--- src/hdl/toc_consts.vh ---
// constants for the two-channel output-compare timer block
// assumes inclusion by the single design file toc_top.v
`ifndef TOC_CONSTS_VH
`define TOC_CONSTS_VH

// register byte addresses on the apb bus
`define TOC_ADDR_CMP1_HI   8'h00
`define TOC_ADDR_CMP1_LO   8'h04
`define TOC_ADDR_CMP2_HI   8'h08
`define TOC_ADDR_CMP2_LO   8'h0C
`define TOC_ADDR_CTRL1     8'h10
`define TOC_ADDR_CTRL2     8'h14
`define TOC_ADDR_STATUS    8'h18
`define TOC_ADDR_COUNT     8'h1C
`define TOC_ADDR_IRQ_EN    8'h20
`define TOC_ADDR_IRQ_CLR   8'h24

// reset values
`define TOC_CMP_RESET      16'h8000
`define TOC_CTRL_RESET     8'h00

// control_one fields
`define TOC_C1_LVL1        0
`define TOC_C1_LVL2        1
`define TOC_C1_IE          2

// control_two fields
`define TOC_C2_OE1         0
`define TOC_C2_OE2         1
`define TOC_C2_CC_LO       2
`define TOC_C2_CC_HI       3

// prescaler_select codes
`define TOC_CC_DIV2        2'h0
`define TOC_CC_DIV4        2'h1
`define TOC_CC_DIV8        2'h2
`define TOC_CC_EXT         2'h3

`endif

--- src/hdl/toc_top.v ---
// two-channel output compare unit of a 16-bit free-running timer, apb slave
// assumes inputs synchronous to pclk and an external clock well below pclk/2
//
// Summary of operation
// - Each channel compares its 16-bit value with the counter on every timer tick.
// - There are two independent channels, each with value, flag, enable and level.
// - A counter equal to a channel value sets that channel's match flag.
// - On a match with output enable set, the pin takes the programmed level.
// - A match requests timer_irq only with interrupt enable set and cpu mask clear.
// - Each compare value resets to 8000h.
// - Compare values are read/write by software and never changed by hardware.
// - Each compare output latch is held low during reset.
// - A flag clears after a status read with it set, then a low-byte access.
// - A high-byte write inhibits matches on that channel until the low byte is written.
// - A low-byte write re-enables matching and completes the flag clear.
// - The timer tick is pclk divided by 2, 4 or 8 from a two-bit select.
// - The counter may instead advance on each external clock period.
`timescale 1ns/100ps
`include "toc_consts.vh"

module toc_top
(
	// apb clock and reset
	input  wire        pclk,
	input  wire        presetn,
	// apb slave
	input  wire        psel,
	input  wire        penable,
	input  wire        pwrite,
	input  wire [7:0]  paddr,
	input  wire [31:0] pwdata,
	output wire        pready,
	output wire        pslverr,
	output reg  [31:0] prdata,
	// timer inputs
	input  wire        ext_clk_in,
	input  wire        cpu_int_mask,
	// compare outputs
	output wire [1:0]  compare_output_pin,
	output wire [1:0]  compare_output_oe,
	output wire        timer_irq,
	output wire        irq
);

	localparam CH = 2;

	wire wr_en = psel & penable & pwrite;
	wire rd_en = psel & penable & ~pwrite;

	// per-channel state sits in the generate loop; the wires here collect it
	wire [16*CH-1:0] compare_value_w;
	reg  [7:0]       control_one_q;
	reg  [7:0]       control_two_q;
	reg  [15:0]      counter_value_q;
	wire [CH-1:0]    compare_match_flag_w;
	wire [CH-1:0]    pin_w;
	wire [CH-1:0]    irq_stat_w;
	reg  [CH-1:0]    irq_en_q;
	reg  [2:0]       div_q;
	reg  [1:0]       ext_q;
	reg  [31:0]      rd_mux;

	wire [1:0] prescaler_select =
		control_two_q[`TOC_C2_CC_HI:`TOC_C2_CC_LO];

	// byte-lane access decode, shared by every channel
	function hit;
		input [7:0] addr;
		input [7:0] want;
		begin
			hit = (addr == want);
		end
	endfunction

	// address of a channel's compare byte; kept 8 bits wide on purpose
	function [7:0] cmp_addr;
		input integer ch;
		input         high;
		begin
			if (ch == 0)
				cmp_addr = high ? `TOC_ADDR_CMP1_HI : `TOC_ADDR_CMP1_LO;
			else
				cmp_addr = high ? `TOC_ADDR_CMP2_HI : `TOC_ADDR_CMP2_LO;
		end
	endfunction

	// zero wait states: every access completes in its first access cycle
	assign pready  = 1'b1;
	assign pslverr = 1'b0;

	// the divider runs freely and a new select applies at once against the
	// running count, so the first period after a change may be short
	// prescaler divider
	always @(posedge pclk or negedge presetn)
	begin
		if (!presetn)
			div_q <= 3'h0;
		else
			div_q <= div_q + 3'h1;
	end

	// the external clock must hold each level for at least one pclk cycle
	// or an edge is lost; idle low matches the reset value, so no false edge
	// external clock edge detect
	always @(posedge pclk or negedge presetn)
	begin
		if (!presetn)
			ext_q <= 2'h0;
		else
			ext_q <= {ext_q[0], ext_clk_in};
	end

	reg tick;
	always @*
	begin
		case (prescaler_select)
			`TOC_CC_DIV2: tick = (div_q[0] == 1'b1);
			`TOC_CC_DIV4: tick = (div_q[1:0] == 2'h3);
			`TOC_CC_DIV8: tick = (div_q == 3'h7);
			`TOC_CC_EXT:  tick = ext_q[0] & ~ext_q[1];
			default:      tick = 1'b0;
		endcase
	end

	// resets to zero; only ticks move it, software cannot write it
	// free-running counter with natural wrap
	always @(posedge pclk or negedge presetn)
	begin
		if (!presetn)
			counter_value_q <= 16'h0000;
		else if (tick)
			counter_value_q <= counter_value_q + 16'h0001;
	end

	// control registers; interrupt enable holds one bit per channel
	always @(posedge pclk or negedge presetn)
	begin
		if (!presetn)
		begin
			control_one_q <= `TOC_CTRL_RESET;
			control_two_q <= `TOC_CTRL_RESET;
			irq_en_q      <= {CH{1'b0}};
		end
		else if (wr_en)
		begin
			if (hit(paddr, `TOC_ADDR_CTRL1))
				control_one_q <= pwdata[7:0];
			if (hit(paddr, `TOC_ADDR_CTRL2))
				control_two_q <= pwdata[7:0];
			if (hit(paddr, `TOC_ADDR_IRQ_EN))
				irq_en_q <= pwdata[CH-1:0];
		end
	end

	// a status read is the first step of clearing a match flag
	wire status_rd = rd_en & hit(paddr, `TOC_ADDR_STATUS);

	genvar i;
	generate
		for (i = 0; i < CH; i = i + 1)
		begin : g_ch
			wire [7:0]  a_hi   = cmp_addr(i, 1'b1);
			wire [7:0]  a_lo   = cmp_addr(i, 1'b0);
			wire        hi_wr  = wr_en & hit(paddr, a_hi);
			wire        lo_wr  = wr_en & hit(paddr, a_lo);
			wire        lo_acc = psel & penable & hit(paddr, a_lo);
			wire        oe     = control_two_q[`TOC_C2_OE1 + i];
			wire        level  = control_one_q[`TOC_C1_LVL1 + i];
			wire        clr_wr = wr_en & pwdata[i] &
				hit(paddr, `TOC_ADDR_IRQ_CLR);
			// each channel owns its state, so every bit has one driver
			reg  [15:0] value_q;
			reg         inhibit_q;
			reg         flag_q;
			reg         armed_q;
			reg         pin_q;
			reg         irq_stat_q;
			wire        match;

			assign match = tick & ~inhibit_q &
				(counter_value_q == value_q);

			always @(posedge pclk or negedge presetn)
			begin
				if (!presetn)
					value_q <= `TOC_CMP_RESET;
				else if (hi_wr)
					value_q[15:8] <= pwdata[7:0];
				else if (lo_wr)
					value_q[7:0] <= pwdata[7:0];
			end

			always @(posedge pclk or negedge presetn)
			begin
				if (!presetn)
					inhibit_q <= 1'b0;
				else if (hi_wr)
					inhibit_q <= 1'b1;
				else if (lo_wr)
					inhibit_q <= 1'b0;
			end

			// two-step clear
			// a match in the clearing cycle wins, so no event is lost
			always @(posedge pclk or negedge presetn)
			begin
				if (!presetn)
					flag_q <= 1'b0;
				else if (match)
					flag_q <= 1'b1;
				else if (lo_acc & armed_q)
					flag_q <= 1'b0;
			end

			// first step: software was shown the flag set by a status read;
			// arming on the returned data, not the live flag, means a match
			// landing during the read is never cleared unseen
			always @(posedge pclk or negedge presetn)
			begin
				if (!presetn)
					armed_q <= 1'b0;
				else if (status_rd & prdata[i])
					armed_q <= 1'b1;
				else if (lo_acc)
					armed_q <= 1'b0;
			end

			always @(posedge pclk or negedge presetn)
			begin
				if (!presetn)
					pin_q <= 1'b0;
				else if (match & oe)
					pin_q <= level;
			end

			// sticky event bit; a set wins over a clear in the same cycle
			always @(posedge pclk or negedge presetn)
			begin
				if (!presetn)
					irq_stat_q <= 1'b0;
				else if (match)
					irq_stat_q <= 1'b1;
				else if (clr_wr)
					irq_stat_q <= 1'b0;
			end

			assign compare_value_w[16*i +: 16] = value_q;
			assign compare_match_flag_w[i]     = flag_q;
			assign pin_w[i]                    = pin_q;
			assign irq_stat_w[i]               = irq_stat_q;
			assign compare_output_oe[i]        = oe;
		end
	endgenerate

	assign compare_output_pin = pin_w;

	// interrupt gated by enable and cpu mask
	assign timer_irq = control_one_q[`TOC_C1_IE] & ~cpu_int_mask &
		(|compare_match_flag_w);
	// general interrupt line: sticky match events masked per channel
	assign irq = |(irq_stat_w & irq_en_q);

	// read mux; unmapped reads return zero
	always @*
	begin
		rd_mux = 32'h0000_0000;
		case (paddr)
			`TOC_ADDR_CMP1_HI: rd_mux[7:0] = compare_value_w[15:8];
			`TOC_ADDR_CMP1_LO: rd_mux[7:0] = compare_value_w[7:0];
			`TOC_ADDR_CMP2_HI: rd_mux[7:0] = compare_value_w[31:24];
			`TOC_ADDR_CMP2_LO: rd_mux[7:0] = compare_value_w[23:16];
			`TOC_ADDR_CTRL1:   rd_mux[7:0] = control_one_q;
			`TOC_ADDR_CTRL2:   rd_mux[7:0] = control_two_q;
			`TOC_ADDR_STATUS:  rd_mux[CH-1:0] = compare_match_flag_w;
			`TOC_ADDR_COUNT:   rd_mux[15:0] = counter_value_q;
			`TOC_ADDR_IRQ_EN:  rd_mux[CH-1:0] = irq_en_q;
			default:           rd_mux = 32'h0000_0000;
		endcase
	end

	// read data is captured in the setup cycle and stands through the
	// access phase; the status value shown is the one the flag clear
	// arms on, one cycle before the access edge
	always @(posedge pclk or negedge presetn)
	begin
		if (!presetn)
			prdata <= 32'h0000_0000;
		else if (psel & ~penable & ~pwrite)
			prdata <= rd_mux;
	end

endmodule

--- config.mk ---
export PLATFORM = sky130hd
export DESIGN_NAME = toc_top
export DESIGN_NICKNAME = d
export VERILOG_FILES = /design/src/hdl/toc_top.v
export VERILOG_INCLUDE_DIRS = /design/src /design/src/hdl
export SDC_FILE = /design/constraint.sdc
export NUM_CORES = 1
export LEC_CHECK = 0
export BUFFER_PORTS_ARGS = -buffer_cell sky130_fd_sc_hd__buf_2
export CAP_MARGIN = 20
export CORE_MARGIN = 2
export CORE_UTILIZATION = 50
export DETAILED_ROUTE_END_ITERATION = 12
export PLACE_DENSITY = 0.72
export REMOVE_ABC_BUFFERS = 1
export SKIP_LAST_GASP = 1
export SYNTH_ARGS = -nofsm -noshare
export SYNTH_HDL_FRONTEND = slang
export SYNTH_SLANG_ARGS = --single-unit
--- constraint.sdc ---
create_clock -name pclk -period 2.1 [get_ports pclk]
set_input_delay 0.105 -clock pclk [delete_from_list [all_inputs] [get_ports pclk]]
set_output_delay 0.105 -clock pclk [all_outputs]
set_load 0.01 [all_outputs]
==> impl_metrics.prom <==
# TYPE chip_impl_metric gauge
chip_impl_info{name="run_status",value="completed"} 1
chip_impl_info{name="timing.critical_path.max_delay_family",value="multiplexers"} 1
chip_impl_metric{name="drt-pass1-iter-count",unit=""} 4
chip_impl_metric{name="dieArea",unit="sq mm"} 0.0109
chip_impl_metric{name="cts_repair_resize_count",unit=""} 0
chip_impl_metric{name="diodes",unit=""} 0
chip_impl_metric{name="synth_enable_flop_cells",unit=""} 0
chip_impl_metric{name="hold_violations",unit=""} 0
chip_impl_metric{name="relSlewSlack",unit=""} 0.590
chip_impl_info{name="post_synth_most_frequent_cells",value="sky130_fd_sc_hd__dfrtp_1 (95), sky130_fd_sc_hd__mux2_2 (55), sky130_fd_sc_hd__nand2_1 (30), sky130_fd_sc_hd__xor2_1 (29), sky130_fd_sc_hd__buf_4 (27)"} 1
chip_impl_metric{name="grt.overflow.total",unit=""} 0
chip_impl_metric{name="clock_network_latency_to_the_later_pin_of_the_worst_skew_pair",unit="ns"} 0.37
chip_impl_metric{name="fin_nets",unit=""} 511
chip_impl_metric{name="yosys_register_bits",unit=""} 97
chip_impl_metric{name="design_area",unit="sq mm"} 0.00561
chip_impl_metric{name="cts_setup_buffers",unit=""} 0
chip_impl_metric{name="port_buffers",unit=""} 44
chip_impl_metric{name="regArea",unit="sq mm"} 0.00243
chip_impl_metric{name="clock.fmax",unit="MHz"} 505
chip_impl_metric{name="post-route-drc-count",unit=""} 0
chip_impl_info{name="cp_cell_sequence",value="ha_1, ha_1, mux4_2, nand4_1, nor3_1, mux2_2"} 1
chip_impl_metric{name="fin_crit_sh",unit=""} 0.943
chip_impl_metric{name="post_dp_hpwl",unit="um"} 8000
chip_impl_info{name="crit_path_top_delay_cell",value="sky130_fd_sc_hd__mux4_2"} 1
chip_impl_metric{name="core_area",unit="sq mm"} 0.00977
chip_impl_info{name="rsz_0062_raised_after_global_routing",value="no"} 1
chip_impl_metric{name="antenna_found_initial",unit=""} 0
chip_impl_info{name="synthDominantAreaCellType",value="sky130_fd_sc_hd__dfrtp_1"} 1
chip_impl_metric{name="p_per_area",unit="mW/mm^2"} 732
chip_impl_metric{name="ys.warnings.count",unit=""} 0
chip_impl_metric{name="rows",unit=""} 36
chip_impl_metric{name="grt.met2_usage",unit=""} 0.335
chip_impl_metric{name="synth_cell_types",unit=""} 54
chip_impl_metric{name="grt_pass1_wl",unit="um"} 18400
chip_impl_metric{name="grt_util_met1",unit=""} 0.315
chip_impl_metric{name="cts_max_path_buffers",unit=""} 2
chip_impl_metric{name="floorplan_die_width",unit="um"} 104
chip_impl_metric{name="first_global_vias",unit=""} 3314
chip_impl_metric{name="crit_fanout",unit=""} 8
chip_impl_info{name="synth_area_leaders",value="sky130_fd_sc_hd__dfrtp_1 (47%), sky130_fd_sc_hd__mux2_2 (12%), sky130_fd_sc_hd__xor2_1 (5.1%), sky130_fd_sc_hd__buf_4 (4.0%), sky130_fd_sc_hd__mux4_2 (3.1%)"} 1
chip_impl_metric{name="hold_buffers",unit=""} 2
chip_impl_metric{name="post-route-min-period",unit="ns"} 1.98
chip_impl_metric{name="post_dp_cell_area",unit="sq mm"} 0.00535
chip_impl_metric{name="start_util",unit=""} 0.514
chip_impl_metric{name="clock_tree.htree_level_count",unit=""} 3
chip_impl_info{name="cts_tree",value="built"} 1
chip_impl_metric{name="met3_layer_usage_reported_by_global_route",unit=""} 0.0388
chip_impl_metric{name="proportion_of_layout_cells_with_a_drive_suffix_above_1",unit=""} 0.337
chip_impl_metric{name="max-cap-violations",unit=""} 0
chip_impl_metric{name="wl_per_cell",unit="um"} 18.4
chip_impl_info{name="r2r-start",value="div_q[0]$_DFF_PN0_"} 1
chip_impl_metric{name="top_level_ports",unit=""} 87
chip_impl_metric{name="worst-path-buf-inv",unit=""} 0
chip_impl_metric{name="detail_route.iter0.violations",unit=""} 201
chip_impl_metric{name="ys_seq_area_frac",unit=""} 0.484
chip_impl_metric{name="total_leakage_power",unit="uW"} 0.00284
chip_impl_info{name="synth_flop_cell",value="sky130_fd_sc_hd__dfrtp_1"} 1
chip_impl_info{name="crit_path_start_kind",value="flop"} 1
chip_impl_metric{name="max_vdd_drop",unit="mV"} 0.327
chip_impl_info{name="worst_path_most_repeated_cell",value="sky130_fd_sc_hd__ha_1"} 1
chip_impl_metric{name="cts_made_buffers",unit=""} 9
chip_impl_metric{name="totalWireLength",unit="um"} 11000
chip_impl_metric{name="cp.arrival",unit="ns"} 2.25
chip_impl_metric{name="synth.avg_cell_area",unit="sq um"} 12.1
chip_impl_metric{name="clock-skew-final",unit="ns"} 0.00747
chip_impl_metric{name="mappedNetlistArea",unit="sq mm"} 0.00502
chip_impl_metric{name="clkTransAtPathRegs",unit="ns"} 0.09
chip_impl_info{name="clockRootBuffer",value="sky130_fd_sc_hd__clkbuf_8"} 1
chip_impl_info{name="worstHoldPathType",value="in -> reg"} 1
chip_impl_metric{name="cp_slowest_stage_delay",unit="ns"} 0.58
chip_impl_metric{name="routed-via-count",unit=""} 3344
chip_impl_info{name="min_from",value="pwdata[5]"} 1
chip_impl_metric{name="setup_total_negative_slack",unit="ns"} 0
chip_impl_metric{name="pin_count_of_the_biggest_net_entering_global_routing",unit=""} 53
chip_impl_metric{name="postSynthCellCount",unit=""} 415
chip_impl_metric{name="drt.antenna.violating_nets",unit=""} 0
chip_impl_metric{name="nFillCells",unit=""} 790
chip_impl_metric{name="area_delta_synth_final",unit="%"} 11.6
chip_impl_info{name="worstSetupEndpointType",value="flop"} 1
chip_impl_metric{name="track_usage",unit=""} 0.221
chip_impl_info{name="path_class",value="reg -> reg"} 1
chip_impl_metric{name="avgViaCountPerCell",unit=""} 5.58
chip_impl_metric{name="synth_largest_type_area_fraction",unit=""} 0.473
chip_impl_metric{name="worst-endpoint-required",unit="ns"} 2.37
chip_impl_metric{name="postSynth.asyncResetShare",unit=""} 1.00
chip_impl_metric{name="worst-slew-pin-transition",unit="ns"} 0.614
chip_impl_metric{name="cts_sinks",unit=""} 97
chip_impl_metric{name="finalWeightedCongestion",unit=""} 0.916
chip_impl_metric{name="number_of_pins_exceeding_their_max_slew_limit_in_the_final_report",unit=""} 0
chip_impl_metric{name="multi_input_area",unit="sq mm"} 0.00235
chip_impl_info{name="grt-busiest-layer",value="met2"} 1
chip_impl_metric{name="setup_viol_count_final",unit=""} 0
chip_impl_metric{name="die_y",unit="um"} 104
chip_impl_info{name="yosys.cell_count.top_type",value="sky130_fd_sc_hd__dfrtp_1"} 1
chip_impl_info{name="setup.worst_path.start",value="div_q[0]$_DFF_PN0_"} 1
chip_impl_metric{name="post_layout_total_power",unit="uW"} 4100
-- final cells by class --
| class | count | area share |
|---|---|---|
| clock buffer | 9 | 0.0221 |
| clock inverter | 7 | 0.0208 |
| inverter | 4 | 0.00268 |
| multi-input combinational | 285 | 0.419 |
| sequential | 97 | 0.433 |
| tap | 133 | 0.0297 |
| timing repair buffer | 64 | 0.0719 |
-- where the power goes --
group | internal (uW) | total [uW] | switching, uW
sequential | 1950 | 2070 | 122
clock | 791 | 1470 | 678
combinational | 251 | 566 | 315
-- cells by family after synthesis --
logic type / synth area share
buffers and inverters: 0.0598
other: 0.00150
muxes: 0.173
DFF: 0.484
AOI/OAI and AO/OA: 0.0673
and+or+nand+nor: 0.125
xor gates and xnor gates: 0.0820
adders and majority gates: 0.00748
-- flip-flops by register name, indices dropped and copies added (netlist names), 3 cells and up --
name / count
g_ch.value_q: 32
counter_value_q: 16
prdata: 16
control_one_q: 8
control_two_q: 8
div_q: 3
-- routing by layer --
| metal | share of wire | up-vias |
|---|---|---|
| met5 | 0 | - |
| met4 | 0.030 | 0 |
| met3 | 0.071 | 26 |
| met2 | 0.47 | 117 |
| met1 | 0.43 | 1669 |
| li1 | - | 1532 |
-- placed cells by master, fill, tap and decap left out, types with 3 or more instances in the layout --
cell type	synthesis	routed
sky130_fd_sc_hd__nand4_1	8	8
sky130_fd_sc_hd__inv_1	4	4
sky130_fd_sc_hd__buf_4	27	17
sky130_fd_sc_hd__a21o_1	5	5
sky130_fd_sc_hd__clkbuf_8	0	9
sky130_fd_sc_hd__buf_2	5	43
sky130_fd_sc_hd__xnor2_1	18	18
sky130_fd_sc_hd__dfrtp_1	95	95
sky130_fd_sc_hd__and2_1	3	3
sky130_fd_sc_hd__nand2_1	30	30
sky130_fd_sc_hd__a221oi_1	3	3
sky130_fd_sc_hd__mux2i_1	6	6
sky130_fd_sc_hd__conb_1	2	18
sky130_fd_sc_hd__nand3_1	9	9
sky130_fd_sc_hd__nor2_1	9	9
sky130_fd_sc_hd__ha_1	3	3
sky130_fd_sc_hd__o21ai_0	14	14
sky130_fd_sc_hd__xor2_1	29	29
sky130_fd_sc_hd__bufinv_16	0	3
sky130_fd_sc_hd__nor4_1	6	6
sky130_fd_sc_hd__a22o_1	12	12
sky130_fd_sc_hd__mux2_2	55	55
sky130_fd_sc_hd__and3_1	8	8
sky130_fd_sc_hd__a22oi_1	6	6
sky130_fd_sc_hd__mux4_2	7	7
sky130_fd_sc_hd__nor3_1	4	4
-- stage by stage --
step | hold WS (ns) | utilization | setup slack [ns] | cells
after floorplan | -0.191 | - | 0.167 | 386
after global placement | 0.150 | 0.547 | 0.159 | 581
after detailed placement | 0.157 | 0.547 | 0.122 | 581
after CTS | 0.0247 | 0.573 | 0.107 | 599
after global routing | 0.0458 | 0.573 | 0.0220 | 599
final | 0.0289 | 0.573 | 0.120 | 599
-- final timing paths --
kind	slack (ns)	to	cells after the start
hold reg to reg	0.38	ext_q[1]$_DFF_PN0_	0
setup / recovery	0.12	g_ch[1].pin_q$_DFFE_PN0P_	6
setup reg to reg	0.12	g_ch[1].pin_q$_DFFE_PN0P_	6
min in group asynchronous	0.27	g_ch[0].value_q[13]$_DFFE_PN0P_	2
hold / removal	0.03	control_two_q[5]$_DFFE_PN0P_	2
max in group asynchronous	1.15	g_ch[0].flag_q$_DFFE_PN0P_	3
No activity file was read; power rests on OpenSTA's default activity.
